--- config.mk ---
export PLATFORM = sky130hd
export DESIGN_NAME = pbe_port_mux
export DESIGN_NICKNAME = d
export VERILOG_FILES = /design/src/rtl/pbe_pkg.sv /design/src/rtl/pbe_port_mux.sv
export VERILOG_INCLUDE_DIRS = /design/src /design/src/rtl
export SDC_FILE = /design/constraint.sdc
export NUM_CORES = 1
export LEC_CHECK = 0
export BUFFER_PORTS_ARGS = -buffer_cell sky130_fd_sc_hd__buf_2
export CELL_PAD_IN_SITES_DETAIL_PLACEMENT = 1
export CELL_PAD_IN_SITES_GLOBAL_PLACEMENT = 1
export CORE_MARGIN = 2
export CORE_UTILIZATION = 38
export DETAILED_ROUTE_END_ITERATION = 12
export PLACE_DENSITY = 0.83
export SLEW_MARGIN = 30
export SYNTH_ARGS = -nofsm -noshare
export SYNTH_HDL_FRONTEND = slang
export SYNTH_SLANG_ARGS = --single-unit
--- constraint.sdc ---
create_clock -name clock -period 2.2 [get_ports clock]
set_input_delay 0.11 -clock clock [delete_from_list [all_inputs] [get_ports clock]]
set_output_delay 0.11 -clock clock [all_outputs]
set_load 0.01 [all_outputs]
--- src/rtl/pbe_consts.svh ---
// Constants for the port B / port E pin assignment block.
// Overview of operation
// - Expanded and peripheral modes put address/data low byte on port B; narrow: address only.
// - Port B data and direction leave the map in expanded and peripheral modes.
// - Direction bit 0 makes pin input, 1 output; direction registers reset to zero.
// - Port E pins are general I/O unless assignment selects their alternate function.
// - Alternate function overrides the pin's direction bit.
// - One bit enables pull-ups on pins 7,3,2,1,0 only while they are inputs.
// - Port E data/direction leave the map in peripheral, or expanded with emulation set.
// - Pins 1 and 0 are input only, direction reads 0, levels always readable.
// - Assignment register reset value depends on operating mode.
// - Peripheral mode hides assignment register; clock-test resets set, pin 6 shows test clock.
// - Bus fields write once in normal modes; special modes ignore first write only.
// - Clear no-data-bus-enable in expanded modes gives data enable or inverted E on pin 7.
// - Clock-test never writable in normal modes; pin 6 test output; pipe enable overrides.
// - Pipe enable in expanded modes makes pins 6 and 5 queue status outputs.
// - No-E-clock write once normal single-chip, anytime special single-chip, else never.
// - No-E-clock 0 drives E on pin 4 (an input in peripheral mode); single-chip also needs stretch 0.
// - Low-strobe enable drives pin 3 except single-chip and normal expanded narrow; in peripheral mode pin 3 is an input.
// - Special expanded with low strobe and tagging samples pin 3 at E falling edge.
// - Read/write enable drives pin 2 in expanded modes only.
// - Data-enable select picks data enable (0) or inverted E (1) on pin 7.
// - Calibration enable drives pin 7 in single-chip, peripheral, or no-data-bus-enable set.
`ifndef PBE_CONSTS_SVH
`define PBE_CONSTS_SVH
`define PBE_ADDR_W 8
`define PBE_OFS_PORT_B_DATA 8'h01
`define PBE_OFS_PORT_B_DIR 8'h03
`define PBE_OFS_PORT_E_DATA 8'h08
`define PBE_OFS_PORT_E_DIR 8'h09
`define PBE_OFS_PORT_E_PIN_ASSIGNMENT 8'h0A
`define PBE_OFS_PULLUP 8'h0C
`define PBE_OFS_STATUS 8'h0E
`define PBE_BIT_NO_DATA_BUS_EN 7
`define PBE_BIT_CLOCK_TEST 6
`define PBE_BIT_PIPE_STATUS 5
`define PBE_BIT_NO_E_CLOCK 4
`define PBE_BIT_LOW_STROBE 3
`define PBE_BIT_READ_WRITE 2
`define PBE_BIT_CALIBRATION 1
`define PBE_BIT_DATA_ENABLE_SEL 0
`define PBE_ONCE_MASK 8'hAD
`define PBE_DIR_E_MASK 8'hFC
`define PBE_PULL_MASK 8'h8F
`define PBE_RST_NORM_EXP 8'h00
`define PBE_RST_SPECIAL 8'h2C
`define PBE_RST_PERIPH 8'hD0
`define PBE_RST_NORM_SC 8'h90
`define PBE_RST_PULLUP 8'h01
`endif

--- src/rtl/pbe_pkg.sv ---
// Types for the port B / port E pin assignment block.
package pbe_pkg;
  typedef enum logic [2:0] {
    PBE_NORM_SC,
    PBE_NORM_EXP_NARROW,
    PBE_PERIPH,
    PBE_NORM_EXP_WIDE,
    PBE_SPEC_SC,
    PBE_SPEC_EXP_NARROW,
    PBE_SPEC_TEST,
    PBE_SPEC_EXP_WIDE
  } pbe_mode_t;
endpackage

--- src/rtl/pbe_port_mux.sv ---
// Port B and port E registers, pin assignment and pin multiplexing.
`timescale 1ns/1ps
`include "pbe_consts.svh"
module pbe_port_mux
  import pbe_pkg::*;
(
  input wire logic clock,
  input wire logic rst_n,
  input wire logic [2:0] mode,
  input wire logic emulate_port_e,
  input wire logic e_clock_stretch,
  input wire logic tag_enable,
  input wire logic [`PBE_ADDR_W-1:0] addr,
  input wire logic [7:0] wdata,
  input wire logic wr,
  input wire logic rd,
  output logic [7:0] rdata,
  output logic ext_access,
  input wire logic [7:0] bus_addr_lo,
  input wire logic [7:0] bus_wdata_lo,
  input wire logic bus_drive_data,
  input wire logic e_clock,
  input wire logic data_enable_n,
  input wire logic low_strobe_n,
  input wire logic read_write,
  input wire logic [1:0] pipe_status,
  input wire logic clock_test,
  input wire logic calibration_ref,
  input wire logic [7:0] port_b_in,
  output logic [7:0] port_b_out,
  output logic [7:0] port_b_oe,
  input wire logic [7:0] port_e_in,
  output logic [7:0] port_e_out,
  output logic [7:0] port_e_oe,
  output logic [7:0] port_e_pull,
  output logic tag_low_byte
);

  pbe_mode_t mode_reg;
  logic [7:0] pb_data_reg;
  logic [7:0] pb_dir_reg;
  logic [7:0] pe_data_reg;
  logic [7:0] pe_dir_reg;
  logic [7:0] port_e_pin_assignment_reg;
  logic [7:0] port_e_pin_assignment_next;
  logic [7:0] pullup_reg;
  logic written_reg;
  logic no_e_clock_written_reg;
  logic [7:0] pb_sync1_reg;
  logic [7:0] pb_sync2_reg;
  logic [7:0] pe_sync1_reg;
  logic [7:0] pe_sync2_reg;
  logic e_prev_reg;
  logic [7:0] pe_sel;
  logic [7:0] pe_alt_val;
  logic [7:0] pe_alt_oe;
  logic [7:0] pe_out_next;
  logic [7:0] pe_oe_next;
  logic [7:0] rdata_next;
  logic is_special;
  logic is_sc;
  logic is_exp;
  logic is_periph;
  logic is_norm_narrow;
  logic pb_mapped;
  logic pe_mapped;
  logic port_e_pin_assignment_mapped;
  logic hit;

  // Mode is sampled once after reset release; the straps are static afterwards.
  logic mode_taken_reg;
  always_ff @(posedge clock or negedge rst_n) begin
    if (!rst_n) begin
      mode_reg <= PBE_NORM_SC;
      mode_taken_reg <= 1'b0;
    end else if (!mode_taken_reg) begin
      mode_reg <= pbe_mode_t'(mode);
      mode_taken_reg <= 1'b1;
    end
  end

  // Mode decode.
  assign is_special = (mode_reg == PBE_SPEC_SC) || (mode_reg == PBE_SPEC_EXP_NARROW) ||
                      (mode_reg == PBE_SPEC_TEST) || (mode_reg == PBE_SPEC_EXP_WIDE);
  assign is_sc = (mode_reg == PBE_NORM_SC) || (mode_reg == PBE_SPEC_SC);
  assign is_periph = (mode_reg == PBE_PERIPH);
  assign is_exp = !is_sc && !is_periph;
  assign is_norm_narrow = (mode_reg == PBE_NORM_EXP_NARROW);

  // Map removal for the expansion registers.
  assign pb_mapped = is_sc;
  assign pe_mapped = is_sc || (is_exp && !emulate_port_e);
  assign port_e_pin_assignment_mapped = !is_periph;

  // Pin inputs cross into the clock domain through two flip-flops.
  always_ff @(posedge clock or negedge rst_n) begin
    if (!rst_n) begin
      pb_sync1_reg <= 8'h00;
      pb_sync2_reg <= 8'h00;
      pe_sync1_reg <= 8'h00;
      pe_sync2_reg <= 8'h00;
    end else begin
      pb_sync1_reg <= port_b_in;
      pb_sync2_reg <= pb_sync1_reg;
      pe_sync1_reg <= port_e_in;
      pe_sync2_reg <= pe_sync1_reg;
    end
  end

  // Port B data and direction registers.
  always_ff @(posedge clock or negedge rst_n) begin
    if (!rst_n) begin
      pb_data_reg <= 8'h00;
      pb_dir_reg <= 8'h00;
    end else if (wr && pb_mapped) begin
      if (addr == `PBE_OFS_PORT_B_DATA) pb_data_reg <= wdata;
      if (addr == `PBE_OFS_PORT_B_DIR) pb_dir_reg <= wdata;
    end
  end

  // Port E data, direction and pull-up control registers.
  always_ff @(posedge clock or negedge rst_n) begin
    if (!rst_n) begin
      pe_data_reg <= 8'h00;
      pe_dir_reg <= 8'h00;
      pullup_reg <= `PBE_RST_PULLUP;
    end else if (wr) begin
      if (pe_mapped && addr == `PBE_OFS_PORT_E_DATA) pe_data_reg <= wdata;
      if (pe_mapped && addr == `PBE_OFS_PORT_E_DIR) pe_dir_reg <= wdata & `PBE_DIR_E_MASK;
      if (!is_periph && addr == `PBE_OFS_PULLUP) pullup_reg <= {7'h00, wdata[0]};
    end
  end

  // Write policy of the assignment register, field by field.
  always_comb begin
    port_e_pin_assignment_next = port_e_pin_assignment_reg;
    // Calibration enable is writable anytime.
    port_e_pin_assignment_next[`PBE_BIT_CALIBRATION] = wdata[`PBE_BIT_CALIBRATION];
    if (is_special) begin
      if (written_reg) begin
        port_e_pin_assignment_next = (port_e_pin_assignment_next & ~`PBE_ONCE_MASK) | (wdata & `PBE_ONCE_MASK);
        port_e_pin_assignment_next[`PBE_BIT_CLOCK_TEST] = wdata[`PBE_BIT_CLOCK_TEST];
      end
    end else if (!written_reg) begin
      port_e_pin_assignment_next = (port_e_pin_assignment_next & ~`PBE_ONCE_MASK) | (wdata & `PBE_ONCE_MASK);
    end
    // No-E-clock has its own policy, tied only to single-chip modes.
    if (mode_reg == PBE_SPEC_SC) begin
      port_e_pin_assignment_next[`PBE_BIT_NO_E_CLOCK] = wdata[`PBE_BIT_NO_E_CLOCK];
    end else if (mode_reg == PBE_NORM_SC && !no_e_clock_written_reg) begin
      port_e_pin_assignment_next[`PBE_BIT_NO_E_CLOCK] = wdata[`PBE_BIT_NO_E_CLOCK];
    end else begin
      port_e_pin_assignment_next[`PBE_BIT_NO_E_CLOCK] = port_e_pin_assignment_reg[`PBE_BIT_NO_E_CLOCK];
    end
  end

  // The assignment register resets per mode; the value is loaded once the mode is known.
  always_ff @(posedge clock or negedge rst_n) begin
    if (!rst_n) begin
      port_e_pin_assignment_reg <= `PBE_RST_NORM_SC;
      written_reg <= 1'b0;
      no_e_clock_written_reg <= 1'b0;
    end else if (!mode_taken_reg) begin
      unique case (pbe_mode_t'(mode))
        PBE_NORM_EXP_NARROW, PBE_NORM_EXP_WIDE: port_e_pin_assignment_reg <= `PBE_RST_NORM_EXP;
        PBE_PERIPH: port_e_pin_assignment_reg <= `PBE_RST_PERIPH;
        PBE_NORM_SC: port_e_pin_assignment_reg <= `PBE_RST_NORM_SC;
        default: port_e_pin_assignment_reg <= `PBE_RST_SPECIAL;
      endcase
    end else if (wr && port_e_pin_assignment_mapped && addr == `PBE_OFS_PORT_E_PIN_ASSIGNMENT) begin
      port_e_pin_assignment_reg <= port_e_pin_assignment_next;
      written_reg <= 1'b1;
      if (mode_reg == PBE_NORM_SC) no_e_clock_written_reg <= 1'b1;
    end
  end

  // Alternate function selection and values for each port E pin.
  always_comb begin
    pe_sel = 8'h00;
    pe_alt_val = 8'h00;
    pe_alt_oe = 8'h00;
    // Pin 7: data enable, inverted E or calibration reference.
    if (is_exp && !port_e_pin_assignment_reg[`PBE_BIT_NO_DATA_BUS_EN]) begin
      pe_sel[7] = 1'b1;
      pe_alt_oe[7] = 1'b1;
      pe_alt_val[7] = port_e_pin_assignment_reg[`PBE_BIT_DATA_ENABLE_SEL] ? !e_clock : data_enable_n;
    end else if (port_e_pin_assignment_reg[`PBE_BIT_CALIBRATION]) begin
      pe_sel[7] = 1'b1;
      pe_alt_oe[7] = 1'b1;
      pe_alt_val[7] = calibration_ref;
    end
    // Pins 6 and 5: pipe status, with clock test on pin 6 as the weaker choice.
    if (is_exp && port_e_pin_assignment_reg[`PBE_BIT_PIPE_STATUS]) begin
      pe_sel[6:5] = 2'b11;
      pe_alt_oe[6:5] = 2'b11;
      pe_alt_val[6:5] = pipe_status;
    end else if (port_e_pin_assignment_reg[`PBE_BIT_CLOCK_TEST] && !is_sc && mode_reg != PBE_NORM_EXP_NARROW &&
                 mode_reg != PBE_NORM_EXP_WIDE) begin
      pe_sel[6] = 1'b1;
      pe_alt_oe[6] = 1'b1;
      pe_alt_val[6] = clock_test;
    end
    // Pin 4: E clock, an input in peripheral mode.
    if (!port_e_pin_assignment_reg[`PBE_BIT_NO_E_CLOCK] && !(is_sc && e_clock_stretch)) begin
      pe_sel[4] = 1'b1;
      pe_alt_oe[4] = !is_periph;
      pe_alt_val[4] = e_clock;
    end
    // Pin 3: low strobe.
    if (port_e_pin_assignment_reg[`PBE_BIT_LOW_STROBE] && !is_sc && !is_norm_narrow) begin
      pe_sel[3] = 1'b1;
      pe_alt_oe[3] = !is_periph;
      pe_alt_val[3] = low_strobe_n;
    end
    // Pin 2: read/write.
    if (port_e_pin_assignment_reg[`PBE_BIT_READ_WRITE] && is_exp) begin
      pe_sel[2] = 1'b1;
      pe_alt_oe[2] = 1'b1;
      pe_alt_val[2] = read_write;
    end
    // Pins 1 and 0 are interrupt inputs and never drive.
    pe_sel[1:0] = 2'b11;
  end

  // Output drive: alternate function wins over the direction bit.
  assign pe_out_next = (pe_sel & pe_alt_val) | (~pe_sel & pe_data_reg);
  assign pe_oe_next = (pe_sel & pe_alt_oe) | (~pe_sel & pe_dir_reg);

  // Pin outputs come straight from flip-flops.
  always_ff @(posedge clock or negedge rst_n) begin
    if (!rst_n) begin
      port_b_out <= 8'h00;
      port_b_oe <= 8'h00;
      port_e_out <= 8'h00;
      port_e_oe <= 8'h00;
      port_e_pull <= 8'h00;
    end else begin
      if (is_sc) begin
        port_b_out <= pb_data_reg;
        port_b_oe <= pb_dir_reg;
      end else begin
        // Narrow buses carry only the address on port B.
        port_b_out <= (bus_drive_data && !is_norm_narrow && mode_reg != PBE_SPEC_EXP_NARROW)
                      ? bus_wdata_lo : bus_addr_lo;
        port_b_oe <= (bus_drive_data || !e_clock) ? 8'hFF : 8'h00;
      end
      port_e_out <= pe_out_next;
      port_e_oe <= pe_oe_next;
      // Pull-ups only act on listed pins while they are inputs.
      port_e_pull <= (pullup_reg[0] ? `PBE_PULL_MASK : 8'h00) & ~pe_oe_next;
    end
  end

  // Tag sampling of pin 3 at the falling edge of E.
  always_ff @(posedge clock or negedge rst_n) begin
    if (!rst_n) begin
      e_prev_reg <= 1'b0;
      tag_low_byte <= 1'b0;
    end else begin
      e_prev_reg <= e_clock;
      tag_low_byte <= e_prev_reg && !e_clock && tag_enable && port_e_pin_assignment_reg[`PBE_BIT_LOW_STROBE] &&
                      (mode_reg == PBE_SPEC_EXP_NARROW || mode_reg == PBE_SPEC_EXP_WIDE) &&
                      !pe_sync2_reg[3];
    end
  end

  // Read decode; unmapped or removed registers read zero and flag an external access.
  always_comb begin
    rdata_next = 8'h00;
    hit = 1'b1;
    unique case (addr)
      `PBE_OFS_PORT_B_DATA: begin
        hit = pb_mapped;
        rdata_next = pb_mapped ? ((pb_dir_reg & pb_data_reg) | (~pb_dir_reg & pb_sync2_reg))
                               : 8'h00;
      end
      `PBE_OFS_PORT_B_DIR: begin
        hit = pb_mapped;
        rdata_next = pb_mapped ? pb_dir_reg : 8'h00;
      end
      `PBE_OFS_PORT_E_DATA: begin
        hit = pe_mapped;
        rdata_next = pe_mapped ? ((pe_oe_next & ~pe_sel & pe_data_reg) |
                                  ~(pe_oe_next & ~pe_sel) & pe_sync2_reg) : 8'h00;
      end
      `PBE_OFS_PORT_E_DIR: begin
        hit = pe_mapped;
        rdata_next = pe_mapped ? pe_dir_reg : 8'h00;
      end
      `PBE_OFS_PORT_E_PIN_ASSIGNMENT: begin
        hit = port_e_pin_assignment_mapped;
        rdata_next = port_e_pin_assignment_mapped ? port_e_pin_assignment_reg : 8'h00;
      end
      `PBE_OFS_PULLUP: begin
        hit = !is_periph;
        rdata_next = is_periph ? 8'h00 : pullup_reg;
      end
      `PBE_OFS_STATUS: rdata_next = {written_reg, no_e_clock_written_reg, 3'h0, mode_reg};
      default: hit = 1'b0;
    endcase
  end

  // Read data stand only in the cycle after the strobe.
  always_ff @(posedge clock or negedge rst_n) begin
    if (!rst_n) begin
      rdata <= 8'h00;
      ext_access <= 1'b0;
    end else begin
      rdata <= rd ? rdata_next : 8'h00;
      ext_access <= (rd || wr) && !hit;
    end
  end

  // Direction of pins 1 and 0 never reads as one.
  a_dir_low_zero: assert property (@(posedge clock) disable iff (!rst_n)
    pe_dir_reg[1:0] == 2'b00) else $error("interrupt pin direction set");

  // Interrupt pins never drive.
  a_irq_no_drive: assert property (@(posedge clock) disable iff (!rst_n)
    port_e_oe[1:0] == 2'b00) else $error("interrupt pin driven");

  // Port B direction writes are ignored when removed from the map.
  a_pb_unmapped: assert property (@(posedge clock) disable iff (!rst_n)
    (wr && !pb_mapped && mode_taken_reg) |=> $stable(pb_dir_reg))
    else $error("port B direction changed while unmapped");

  // Normal modes accept only one write to the bus fields.
  a_once_normal: assert property (@(posedge clock) disable iff (!rst_n)
    (wr && addr == `PBE_OFS_PORT_E_PIN_ASSIGNMENT && !is_special && written_reg && mode_taken_reg)
    |=> ((port_e_pin_assignment_reg & `PBE_ONCE_MASK) == ($past(port_e_pin_assignment_reg) & `PBE_ONCE_MASK)))
    else $error("normal mode bus field rewritten");

  // Clock-test bit never changes by write in normal modes.
  a_clock_test_normal: assert property (@(posedge clock) disable iff (!rst_n)
    (mode_taken_reg && $past(mode_taken_reg) && !is_special)
    |-> $stable(port_e_pin_assignment_reg[`PBE_BIT_CLOCK_TEST]))
    else $error("clock test bit written in normal mode");

  // Read/write pin is general I/O in single-chip modes.
  a_rdw_sc: assert property (@(posedge clock) disable iff (!rst_n)
    (is_sc && mode_taken_reg) |=> (port_e_oe[2] == $past(pe_dir_reg[2])))
    else $error("read/write driven in single chip");

  // Pull-up never on a driving pin.
  a_pull_input: assert property (@(posedge clock) disable iff (!rst_n)
    (port_e_pull & port_e_oe) == 8'h00) else $error("pull-up on output pin");

  // Read data appear only the cycle after a read strobe.
  a_read_timing: assert property (@(posedge clock) disable iff (!rst_n)
    !$past(rd) |-> rdata == 8'h00) else $error("read data outside read slot");

endmodule

* After elaboration in Yosys (flattened, before gate mapping)
Cells that the tools add are included.
** Cells by class
- Equal/unequal tests :: 23
- $lt $le $gt $ge :: 0
- Muxes and demuxes :: 41
- Multiply operators :: 0
- Reductions and logical operators :: 61
- Divide/modulo/power cells :: 0
- Bitwise gates (word level) :: 19
- Shift-type cells :: 0
- Add/subtract/negate cells :: 0
** Operator list (count)
- $mux 8 :: 16
- $and 8x8->8 :: 10
- $pmux 8 s7 :: 1
- $eq 8x4->1 const B :: 5
- $not 8->8 :: 4
- $or 8x8->8 :: 4
- $logic_and 1x1->1 :: 27
- $pmux 8 s3 :: 1
- $mux 1 :: 22
- $reduce_and 2->1 :: 7
- $eq 3x3->1 const B :: 4
- $logic_not 1->1 :: 11
- $eq 3x2->1 const B :: 3
- $ne 3x3->1 const B :: 3
- $eq 8x1->1 const B :: 1
- $eq 8x2->1 const B :: 1
- $logic_or 1x1->1 :: 8
- $or 7x8->8 :: 1
- $reduce_or 2->1 :: 4
- $eq 3x1->1 const B :: 2
- $logic_not 3->1 :: 2
- $ne 3x1->1 const B :: 2
- $reduce_and 3->1 :: 2
- $pmux 1 s4 :: 1
- 2 further kinds :: 2
** Storage, ports and cells
- Bits in read-only memories :: 0
- Memory bits (writable) :: 0
- Bits of input ports :: 67
- Output and inout bits :: 50
- Word-level logic and storage cells :: 169
- Flip-flop bits (word level) :: 128
- Memories kept :: 0
- Latch bits :: 0

* Longest topological paths before layout
Gate-level depths: netlist of run 1.
- Depth in word-level cells :: 18
- Depth in mapped cells :: 7
- Gate-level depth less buffers :: 5

* Least setup slack after synthesis of run 1
No wires, ideal clock.
- Path kind :: register to register
- From :: register mode_reg[0]
- To :: register pe_data_reg[2]
- Clock period less this slack :: 2.114 ns
- Setup time :: 0.125 ns
- Required time :: 2.075 ns
- Slack :: 0.086 ns
- Arrival :: 1.989 ns
- Cell stages (with the launch flop) :: 8
- Buffers on the path :: 2
- Path through :: dfrtp_1 -> clkbuf_1 -> or2_2 -> a2111oi_4 -> and2b_1 -> buf_6 -> nand2_8 -> mux2_4
** On the way
- Cells in the longest elaborated chain, start to end :: 8
- Elaborated cells between the ends (all ways) :: 11
- Classes of those cells :: eq/ne: 2; reduce/logical: 9
** Ends and longest elaborated chain
- start: declaration :: RTL line pbe_port_mux.sv:39 : pbe_mode_t mode_reg;
- start signal: assignment :: RTL line pbe_port_mux.sv:77 : mode_reg <= pbe_mode_t'(mode);
- $eq 3x3->1 or $logic_not 3->1 (tied branches) :: RTL line pbe_port_mux.sv:85 : assign is_sc = (mode_reg == PBE_NORM_SC) || (mode_reg == PBE_SPEC_SC);
- $logic_or 1x1->1 :: RTL line pbe_port_mux.sv:85
- $logic_not 1->1 :: RTL line pbe_port_mux.sv:87 : assign is_exp = !is_sc && !is_periph;
- $logic_and 1x1->1 :: RTL line pbe_port_mux.sv:87
- $logic_and 1x1->1 :: RTL line pbe_port_mux.sv:92 : assign pe_mapped = is_sc || (is_exp && !emulate_port_e);
- $logic_or 1x1->1 * :: RTL line pbe_port_mux.sv:92
- $logic_and 1x1->1 (no source line) *
- $reduce_and 2->1 (no source line) *
- end signal: assignment :: RTL line pbe_port_mux.sv:128 : if (pe_mapped && addr == `PBE_OFS_PORT_E_DATA) pe_data_reg <= wdata;
- end: declaration :: RTL line pbe_port_mux.sv:42 : logic [7:0] pe_data_reg;
Every way passes the cells marked *; elsewhere a longest branch is shown, timed or not.
A chain may end at the register's enable or synchronous reset.

* Worst setup path after layout of run 1
- From :: register mode_reg[0]
- To :: register pb_data_reg[3]
** On the way
- Cells in the longest elaborated chain, start to end :: 4
- Elaborated cells between the ends (all ways) :: 5
- Classes of those cells :: eq/ne: 1; reduce/logical: 4
** Ends and longest elaborated chain
- $eq 3x3->1 or $logic_not 3->1 (tied branches) :: RTL line pbe_port_mux.sv:85
- $logic_or 1x1->1 * :: RTL line pbe_port_mux.sv:85
- $logic_and 1x1->1 * :: RTL line pbe_port_mux.sv:115 : end else if (wr && pb_mapped) begin
- $reduce_and 2->1 (no source line) *
- end signal: assignment :: RTL line pbe_port_mux.sv:116 : if (addr == `PBE_OFS_PORT_B_DATA) pb_data_reg <= wdata;
- end: declaration :: RTL line pbe_port_mux.sv:40 : logic [7:0] pb_data_reg;
Marks and branches as above.

==> results.md, run 1 <==
* Clock power share at 50.6%
* RSZ-0062 raised after global routing: false
* Initial antenna violation count at 0
* Die Y-Extent at 118 um
* Fmax achieved at 477 MHz
* Grt total ovfl at 0
* Synthesized cell area at 4930 sq um
* CTS Sinks at 118
* Synth area leader: dfrtp_1
* Clock transition at path regs at 0.05 ns
* Final-stage net count at 630
* Final Slew Violations at 0
* P_int at 4640 uW
* Critical Path Slowest Stage Cell: and3_1
* Rows at 41
* Slew HR at 30.9%
* Routed wire per std cell at 20.6 um
* Syn_area_per_cell at 12.2 sq um
* Routed vias at 3968
* Core area at 12700 sq um
* Worst R2R Start: mode_reg[0]$_DFFE_PN0N_
* Worst EP arrival at 2.40 ns
* Post-Route WL at 15400 um
* Commonest cells after routing, fill and taps aside: 115 x dfrtp_1, 108 x buf_2, 32 x dlygate4sd3_1
* DR pass1 iterations at 4
* Synth area leaders: dfrtp_1 58%, mux2_2 6.8%, mux2i_1 3.2%, a21oi_1 2.5%, o21ai_0 2.3%
* CP Launch Point: mode_reg[0]$_DFFE_PN0N_
* Initial DRC count at 295
* Adder-Cell Fraction of Synth Area at 0%
* Final worst path period share at 95.2%
* Post-CTS Setup Bufs at 0
* Critical path launch point type: register
* Slowest stage delay, CP at 0.50 ns
* Top_reg_cell synth: dfrtp_1
* Layout cells sized above 1 at 35.4%
* Hold_sp: bus_addr_lo[3]
* Mux contribution to synthesized area at 11.9%
* IO buf count at 109
* Worst Tran Pin Value at 1.03 ns
* DIE AREA at 13900 sq um
* Synth Area in XOR/XNOR at 0.178%
* Outcome: finished clean
* Final core utilization at 52.9%
* DRT antenna net count at 0
* DR DRC count at 0
* HP Class: input pin to register
* Clock Tree Buf Depth at 2
* Vias per cell at 5.30
* Die X-Extent at 118 um
* Yosys top cell area share at 58.3%
* Commonest non-fill, non-tap cell in the layout: dfrtp_1
* Routability cong. at 0.885
* Max_cap viols at 0
* Root Driver: clkbuf_16
* Seq/Total Area, Yosys at 59.9%
* Synth Area in Compound Gates at 13.4%
* Sw Pwr at 1440 uW
* Vias in the first global route at 4347
* Layout Skew at 0.0101 ns
* N_diodes at 0
* Logic pwr share at 10.3%
* H-tree levels at 4
* Final Setup Violations at 0
* Global-route wire length before repair at 24500 um
* CP endpoint kind: register
* Crit-path cells: or2_2 -> nor3_1 -> and3_1 -> mux2_2
* Io pins at 117
* CTS tree: yes
* Number of synthesized flops with an enable pin at 0
* Crit path time final at 2.10 ns
* Initial Util at 38.9%
* Final hold viol count at 0
* Largest family of logic cells by synthesized area: compound AO/OA/AOI/OAI gates
* Largest net degree at the start of global routing at 48
* Seq pwr share at 39.0%
* Synth Area in Simple Gates at 10.9%
* #FFs+latches synth at 118
* Lkg Pwr at 0.00317 uW
* Area Overhead vs Synth at 35.9%
* Mapped Cells at 406
* Global-route usage over all layers at 23.5%
* Asr flop ratio synth at 100%
* Net Sw Frac at 23.7%
* Post-detail-place hpwl at 10000 um
* Hold slack final at 0.00682 ns
* Synth cell types at 51
* Worst Path Max Fanout at 8
* Number of clock buffers inserted by TritonCTS at 17
* VDD IR-drop max at 597 uV
* Clk_lat worst skew at 0.42 ns
* WS Path Type: register to register
* PD cells at 907 nW/um^2
* Yosys warns at 0
* WP data required at 2.50 ns
-- cells by family (layout without fill, tap and decap cells) --
group / after synthesis / after routing
buffers and inverters: 35 / 199
flip-flops: 118 / 118
XOR/XNOR: 1 / 1
AND/OR/NAND/NOR: 98 / 98
AO/OA/AOI/OAI: 100 / 100
other: 2 / 8
multiplexers: 52 / 52
-- metrics by stage --
| step | setup WS [ns] | cells | setup TNS [ns] | area, sq um | power, uW |
|---|---|---|---|---|---|
| 2_1_floorplan | 0.0860 | 412 | 0 | 4960 | 2670 |
| 4_1_cts | 0.0147 | 748 | 0 | 6700 | 6110 |
| 3_3_place_gp | 0.00747 | 684 | 0 | 5720 | 2950 |
| 5_1_grt | 0.0402 | 748 | 0 | 6700 | 6290 |
| 6_report | 0.105 | 748 | 0 | 6700 | 6080 |
| 3_5_place_dp | -0.0213 | 684 | -0.0760 | 5720 | 2970 |
-- worst paths after layout --
path / slack, ns / cells after the start / endpoint
worst max-delay path: 0.10 / 4 / pb_data_reg[3]$_DFFE_PN0P_
worst min-delay path: 0.007 / 3 / port_b_out[3]$_DFF_PN0_
worst max register to register: 0.10 / 4 / pb_data_reg[3]$_DFFE_PN0P_
worst min register to register: 0.35 / 0 / pb_sync2_reg[6]$_DFF_PN0_
max in group asynchronous: 1.12 / 3 / rdata[3]$_DFF_PN0_
min in group asynchronous: 0.26 / 2 / pb_sync1_reg[1]$_DFF_PN0_
-- timing repair --
item / CTS / global route
gates resized for setup: 0 / 1
hold buffers: 32 / 0
endpoints found under the hold margin: 83 / 0
endpoints found under the setup margin: 0 / 6
-- power groups by stage --
stage / clock network, uW / logic (uW) / registers [uW]
after floorplan: 0 / 244 / 2430
after global placement: 0 / 550 / 2400
after detailed placement: 0 / 570 / 2400
after CTS: 3120 / 623 / 2370
after global routing: 3220 / 680 / 2390
final: 3080 / 628 / 2370
-- layout make-up --
type / instances / area (sq um)
Fill cell: 1354 / 5970
Multi-Input combinational cell: 259 / 1830
Inverter: 8 / 30.0
Timing Repair Buffer: 159 / 1020
Clock buffer: 20 / 457
Tap cell: 172 / 215
Clock inverter: 12 / 199
Sequential cell: 118 / 2960
-- synthesized netlist by cell type (2+ instances only) --
cell      number
dfrtp_1      115
dfstp_2        3
nand2b_1      12
a32oi_1        3
o211ai_1       4
o21ai_0       23
a21o_1         3
or2_2          2
o21a_1         7
a21boi_0       2
conb_1         2
clkbuf_1      15
and3_1         6
mux2i_1       16
nor3_1         5
a21oi_1       25
mux2_4         6
o21bai_1       2
nor2b_1       14
a22o_1         5
buf_4          9
nand2_1       16
nor2_1        19
nand3_1       12
a22oi_1        6
inv_1          8
mux2_2        30
a31oi_1        5
a211oi_1       9
-- worst max-delay path, delay by kind of cell, from the launching register on --
| family | cells | cell delay [ns] |
|---|---|---|
| flops | 1 | 0.40 |
| mux | 1 | 0.40 |
| simple gates | 3 | 1.19 |
-- routing by layer --
metal | part of all wire, % | GRT usage [%]
met1 | 41 | 27.9
met2 | 50 | 39.3
met3 | 6.0 | 6.73
met4 | 3.7 | 11.1
met5 | 0 | 0
No activity file was read; power rests on OpenSTA's default activity.
==> inputs of run 2 (changes only) <==
Settings changed: CORE_UTILIZATION 38 to 42, PLACE_DENSITY 0.83 to 0.86, TNS_END_PERCENT from default to 30.
Clock period 2.2 ns to 2.4 ns, I/O delays scaled along.
==> results.md, run 2 (same netlist as run 1, synthesis figures left out) <==
* Outcome: finished clean
* N_diodes at 0 (unchanged)
* Global-route wire length before repair at 25400 um (+3.6%)
* Critical path launch point type: register
* Routed vias at 4001 (+0.83%)
* Worst EP arrival at 2.60 ns (+0.20 ns)
* Rows at 39 (-4.9%)
* Post-Route WL at 15900 um (+3.1%)
* Max_cap viols at 0 (unchanged)
* Commonest non-fill, non-tap cell in the layout: dfrtp_1
* Reg2reg setup slack at 0.10 ns (about the same)
* Initial Util at 43.2% (+4.3 points)
* Clock Tree Buf Depth at 2 (unchanged)
* Die X-Extent at 112 um (-4.7%)
* Final-stage net count at 621 (-1.4%)
* DIE AREA at 12600 sq um (-9.2%)
* Clock transition at path regs at 0.06 ns (about the same)
* Area Overhead vs Synth at 32.6%
* Slowest stage delay, CP at 0.49 ns (about the same)
* Post-detail-place hpwl at 9960 um (-0.66%)
* Post-CTS Setup Bufs at 0 (unchanged)
* Routability cong. at 0.895 (+1.1%)
* IO buf count at 109 (unchanged)
* Crit path time final at 2.30 ns (+0.202 ns)
* DRT antenna net count at 0 (unchanged)
* Routed wire per std cell at 22.4 um (+8.7%)
* Crit-path cells: or2_2 -> a2111oi_4 -> buf_4 -> nand3_1 -> mux2_2
* Fmax achieved at 435 MHz (-8.8%)
* Vias per cell at 5.64 (+6.2%)
* Final worst path period share at 95.7% (+0.50 points)
* CTS tree: yes
* Initial DRC count at 341 (+16%)
* Layout Skew at 0.00939 ns (-0.000716 ns)
* Final Setup Violations at 0 (unchanged)
* Lkg Pwr at 0.00312 uW (-1.6%)
* VDD IR-drop max at 569 uV (-4.7%)
* Io pins at 117 (unchanged)
* H-tree levels at 4 (unchanged)
* Initial antenna violation count at 0 (unchanged)
* Root Driver: clkbuf_16
* Clk_lat worst skew at 0.42 ns (about the same)
* Final TNS setup at 0 ns (unchanged)
* Design Power at 5400 uW (-11%)
* Final Slew Violations at 0 (unchanged)
* Worst Tran Pin Value at 1.00 ns (-0.0289 ns)
* HP Class: input pin to register
* RSZ-0062 raised after global routing: false
* Die Y-Extent at 112 um (-4.7%)
* CP endpoint kind: register
* DR pass1 iterations at 5 (+1)
* Vias in the first global route at 4421 (+1.7%)
* Core area at 11400 sq um (-9.9%)
* PD cells at 825 nW/um^2 (-9.0%)
* Commonest cells after routing, fill and taps aside: 115 x dfrtp_1, 108 x buf_2, 30 x mux2_2
* Critical Path Slowest Stage Cell: dfrtp_1
* Worst Path Max Fanout at 10 (+2)
* Global-route usage over all layers at 26.9% (+3.4 points)
* WS Path Type: register to register
* Grt total ovfl at 0 (unchanged)
* CTS Sinks at 118 (unchanged)
* Number of clock buffers inserted by TritonCTS at 17 (unchanged)
* DR DRC count at 0 (unchanged)
* Layout cells sized above 1 at 34.6% (-0.85 points)
* Top Family by Delay on Critical Path: simple AND/OR/NAND/NOR gates
* Final hold viol count at 0 (unchanged)
* Slew HR at 32.9% (+1.9 points)
* Largest net degree at the start of global routing at 68 (+42%)
* CP bufs+invs at 1 (+1)
* WP data required at 2.71 ns (+0.21 ns)
-- run 2: cell types whose count changed in the layout (fill, tap and decap cells not counted) --
| cell | delta |
|---|---|
| dlygate4sd3_1 | -4 |
| clkinv_2 | +3 |
| nor4_1 | -1 |
| nor4_2 | +1 |
| clkinvlp_4 | -3 |
| bufinv_16 | -1 |
| clkbuf_8 | -1 |
| nand3_1 | +1 |
| clkbuf_1 | +3 |
| inv_6 | -1 |
| buf_4 | -5 |
| nand3_2 | -1 |
-- run 2: area by class of cell --
type,count,area [sq um]
multi-input combinational,259,1830
tap,143,179
fill,1219,4880
inverter,8,30.0
sequential,118,2960
clock inverter,10,153
clock buffer,22,454
timing repair buffer,150,938
-- run 2: timing repair --
action / CTS / global route
hold buffers: 28 / 0
gates resized for setup: 0 / 0
hold endpoints to repair: 137 / 0
-- run 2: tightest hold or removal path, stage by stage --
cell and delay, ns:
buf_2 0.08, mux2i_1 0.06, a21oi_1 0.15
-- run 2: worst paths after layout --
check                      cells past startpoint                   endpoint                      start
max                                            5  pe_dir_reg[6]$_DFFE_PN0P_    mode_reg[0]$_DFFE_PN0N_
min                                            3    port_e_out[6]$_DFF_PN0_                 clock_test
max reg2reg                                    5  pe_dir_reg[6]$_DFFE_PN0P_    mode_reg[0]$_DFFE_PN0N_
min reg2reg                                    0  pb_sync2_reg[1]$_DFF_PN0_  pb_sync1_reg[1]$_DFF_PN0_
max in group asynchronous                      3  pullup_reg[0]$_DFFE_PN1P_                      rst_n
min in group asynchronous                      2  pb_sync2_reg[1]$_DFF_PN0_                      rst_n
-- run 2: metrics by stage --
| stage | utilization [%] | std cells | worst slack, ns | cell area, sq um | hold slack [ns] |
|---|---|---|---|---|---|
| finish | 57.3 | 710 | 0.102 | 6540 | 0.0286 |
| global route | 57.3 | 710 | 0.00902 | 6540 | 0.0193 |
| CTS | 57.3 | 710 | 0.122 | 6540 | 0.00711 |
| detailed placement | 49.5 | 650 | 0.132 | 5660 | 0.00883 |
| global placement | 49.5 | 650 | 0.189 | 5660 | 0.00411 |
| floorplan | - | 412 | 0.286 | 4960 | -0.176 |
-- run 2: per-layer routing --
metal | part of all wire (%) | track usage, % | wire (um)
met1 | 40 | 33.9 | 6400
met2 | 50 | 43.9 | 8020
met3 | 6.2 | 6.32 | 986
met4 | 3.0 | 12.8 | 482
met5 | 0 | 0 | 0
-- run 2: power by group --
part           internal (uW)  total (uW)  switching [uW]
logic                    232         558             326
registers               2110        2180            68.9
clock network           1750        2660             905
total                   4100        5400            1300
==> inputs of run 3 (changes only) <==
Settings changed: BUFFER_PORTS_ARGS -buffer_cell sky130_fd_sc_hd__buf_2 to default, CORE_UTILIZATION 42 to 45, DONT_BUFFER_PORTS from default to 1, PLACE_DENSITY 0.86 to 0.79.
==> results.md, run 3 (same netlist as run 1, synthesis figures left out) <==
* Failing checks: hold timing
* Final-stage net count at 544 (-12%)
* Fmax achieved at 444 MHz (+1.9%)
* Cell Count, Final, Fillers Out at 629 (-11%)
* Clock power share at 45.8% (-3.4 points)
* Clock Tree Buf Depth at 2 (unchanged)
* DIE AREA at 11800 sq um (-6.4%)
* RSZ-0062 raised after global routing: false
* Die X-Extent at 109 um (-3.3%)
* Commonest non-fill, non-tap cell in the layout: dfrtp_1
* VDD IR-drop max at 660 uV (+16%)
* Largest net degree at the start of global routing at 119 (+75%)
* Routed wire per std cell at 22.2 um (-0.89%)
* Final core utilization at 57.9% (+0.59 points)
* Slew HR at 38.7% (+5.8 points)
* H-tree levels at 4 (unchanged)
* Net Sw Frac at 23.4% (-0.68 points)
* Post-CTS Setup Bufs at 0 (unchanged)
* Layout Skew at 0.00443 ns (-0.00496 ns)
* Area Overhead vs Synth at 26.1%
* P_int at 3700 uW (-9.7%)
* Rows at 38 (-2.6%)
* Die Y-Extent at 109 um (-3.3%)
* Routed vias at 3564 (-11%)
* Commonest cells after routing, fill and taps aside: 115 x dfrtp_1, 62 x dlygate4sd3_1, 30 x mux2_2
* Vias in the first global route at 3899 (-12%)
* Outcome: finished with violations
* Core area at 10700 sq um (-5.9%)
* Initial antenna violation count at 1 (+1)
* Post-Route WL at 13900 um (-12%)
* Post-detail-place hpwl at 8950 um (-10%)
* Clk_lat worst skew at 0.53 ns (+0.11 ns)
* Vias per cell at 5.67 (+0.55%)
* Global-route usage over all layers at 25.6% (-1.2 points)
* Final worst path period share at 93.9% (-1.8 points)
* Worst Tran Pin Value at 0.913 ns (-0.0901 ns)
* Sw Pwr at 1130 uW (-13%)
* Layout cells sized above 1 at 17.4% (-17 points)
* Crit-path cells: dlygate4sd3_1 -> or4_4 -> dlygate4sd3_1 -> nor2_1 -> and3_2 -> mux2_2
* Cell count after placement at 536 (-18%)
* Final Slew Violations at 0 (unchanged)
* Lkg Pwr at 0.00275 uW (-12%)
* Initial Util at 45.9% (+2.7 points)
* Grt total ovfl at 0 (unchanged)
* CP endpoint kind: register
* Max_cap viols at 0 (unchanged)
* DR pass1 iterations at 4 (-1)
* Global-route wire length before repair at 21900 um (-13%)
* DRT antenna net count at 0 (unchanged)
* Crit path time final at 2.25 ns (-0.0430 ns)
* DP Area at 5080 sq um (-10%)
* PD cells at 777 nW/um^2 (-5.8%)
* HP Class: input pin to async pin
* WS Path Type: input pin to register
* Final hold viol count at 118 (+118)
* Final Setup Violations at 0 (unchanged)
* Worst Path Max Fanout at 8 (-2)
* Logic pwr share at 8.3% (-2.0 points)
* Number of clock buffers inserted by TritonCTS at 17 (unchanged)
* Seq pwr share at 45.9% (+5.5 points)
* Critical path launch point type: input pin
* IO buf count at 0 (-100%)
* Worst EP arrival at 2.67 ns (+0.07 ns)
* DR DRC count at 0 (unchanged)
* Critical Path Most Common Cell: dlygate4sd3_1
* Design Power at 4830 uW (-10%)
* Post-route design area at 6220 sq um (-4.9%)
* Initial DRC count at 271 (-21%)
* Root Driver: clkbuf_8
* Cts hold-fix bufs at 62 (+120%)
* Clock transition at path regs at 0.05 ns (about the same)
* Routability cong. at 0.865 (-3.3%)
* Slowest stage delay, CP at 0.59 ns (+0.10 ns)
* Hold slack final at -0.714 ns (-0.743 ns)
* Io pins at 117 (unchanged)
* CTS Sinks at 118 (unchanged)
* Critical Path Slowest Stage Cell: dlygate4sd3_1
* CTS tree: yes
* Final TNS setup at 0 ns (unchanged)
* WP data required at 2.81 ns (+0.10 ns)
-- run 3: changes by cell type in the layout (fill, tap and decap cells not counted), moves of 2 or more --
| cell | before | now |
|---|---|---|
| and3_2 | 0 | 2 |
| bufinv_16 | 4 | 0 |
| buf_4 | 13 | 11 |
| dlygate4sd3_1 | 28 | 62 |
| clkbuf_8 | 1 | 6 |
| buf_2 | 108 | 0 |
| and3_1 | 6 | 4 |
-- run 3: final timing paths --
check | start | end | slack [ns] | cells after the start
max in group asynchronous | rst_n | pullup_reg[0]$_DFFE_PN1P_ | 2.88 | 0
worst min register to register | pb_sync1_reg[1]$_DFF_PN0_ | pb_sync2_reg[1]$_DFF_PN0_ | 0.34 | 0
worst max-delay path | addr[4] | pb_data_reg[3]$_DFFE_PN0P_ | 0.15 | 6
worst max register to register | mode_reg[0]$_DFFE_PN0N_ | rdata[0]$_DFF_PN0_ | 0.20 | 6
min in group clock | addr[1] | pb_dir_reg[4]$_DFFE_PN0P_ | 0.01 | 3
worst min-delay path | rst_n | pb_sync1_reg[1]$_DFF_PN0_ | -0.71 | 0
-- run 3: area by class of cell --
cell class	count	area [sq um]
multi-input combinational	259	1830
timing repair buffer	73	703
clock buffer	26	498
tap	140	175
fill	1099	4530
sequential	118	2960
clock inverter	4	20.0
inverter	8	30.0
antenna	1	2.50
-- run 3: worst max-delay path, delay by kind of cell --
kind	cells	cell delay, ns
buffers and inverters	2	1.13
muxes	1	0.37
and+or+nand+nor	3	1.05
-- run 3: through the flow --
| step | hold slack, ns | setup WS (ns) |
|---|---|---|
| 3_3_place_gp | -0.173 | 0.235 |
| 4_1_cts | -0.736 | 0.0712 |
| 2_1_floorplan | -0.176 | 0.286 |
| 5_1_grt | -0.741 | 0.0529 |
| 3_5_place_dp | -0.173 | 0.205 |
| 6_report | -0.714 | 0.145 |
-- run 3: what timing repair did --
| action | 4_1_cts | 5_1_grt |
|---|---|---|
| endpoints found under the hold margin | 201 | 118 |
| setup endpoints to repair | 0 | 11 |
| gates resized for setup | 0 | 2 |
-- run 3: power by group through the flow --
stage	Sequential, uW	Clock (uW)	Combinational (uW)
finish	2220	2210	400
global route	2230	2350	438
CTS	2220	2240	394
detailed placement	2250	0	268
global placement	2250	0	261
floorplan	2230	0	223
-- run 3: per-layer routing --
layer  GRT usage [%]  up-vias  part of all wire (%)
met1            32.2     1825                    42
met3            7.29       28                   5.8
met5               0        -                     0
li1                -     1588                     -
met2            40.5      123                    50
met4            13.0        0                   2.9
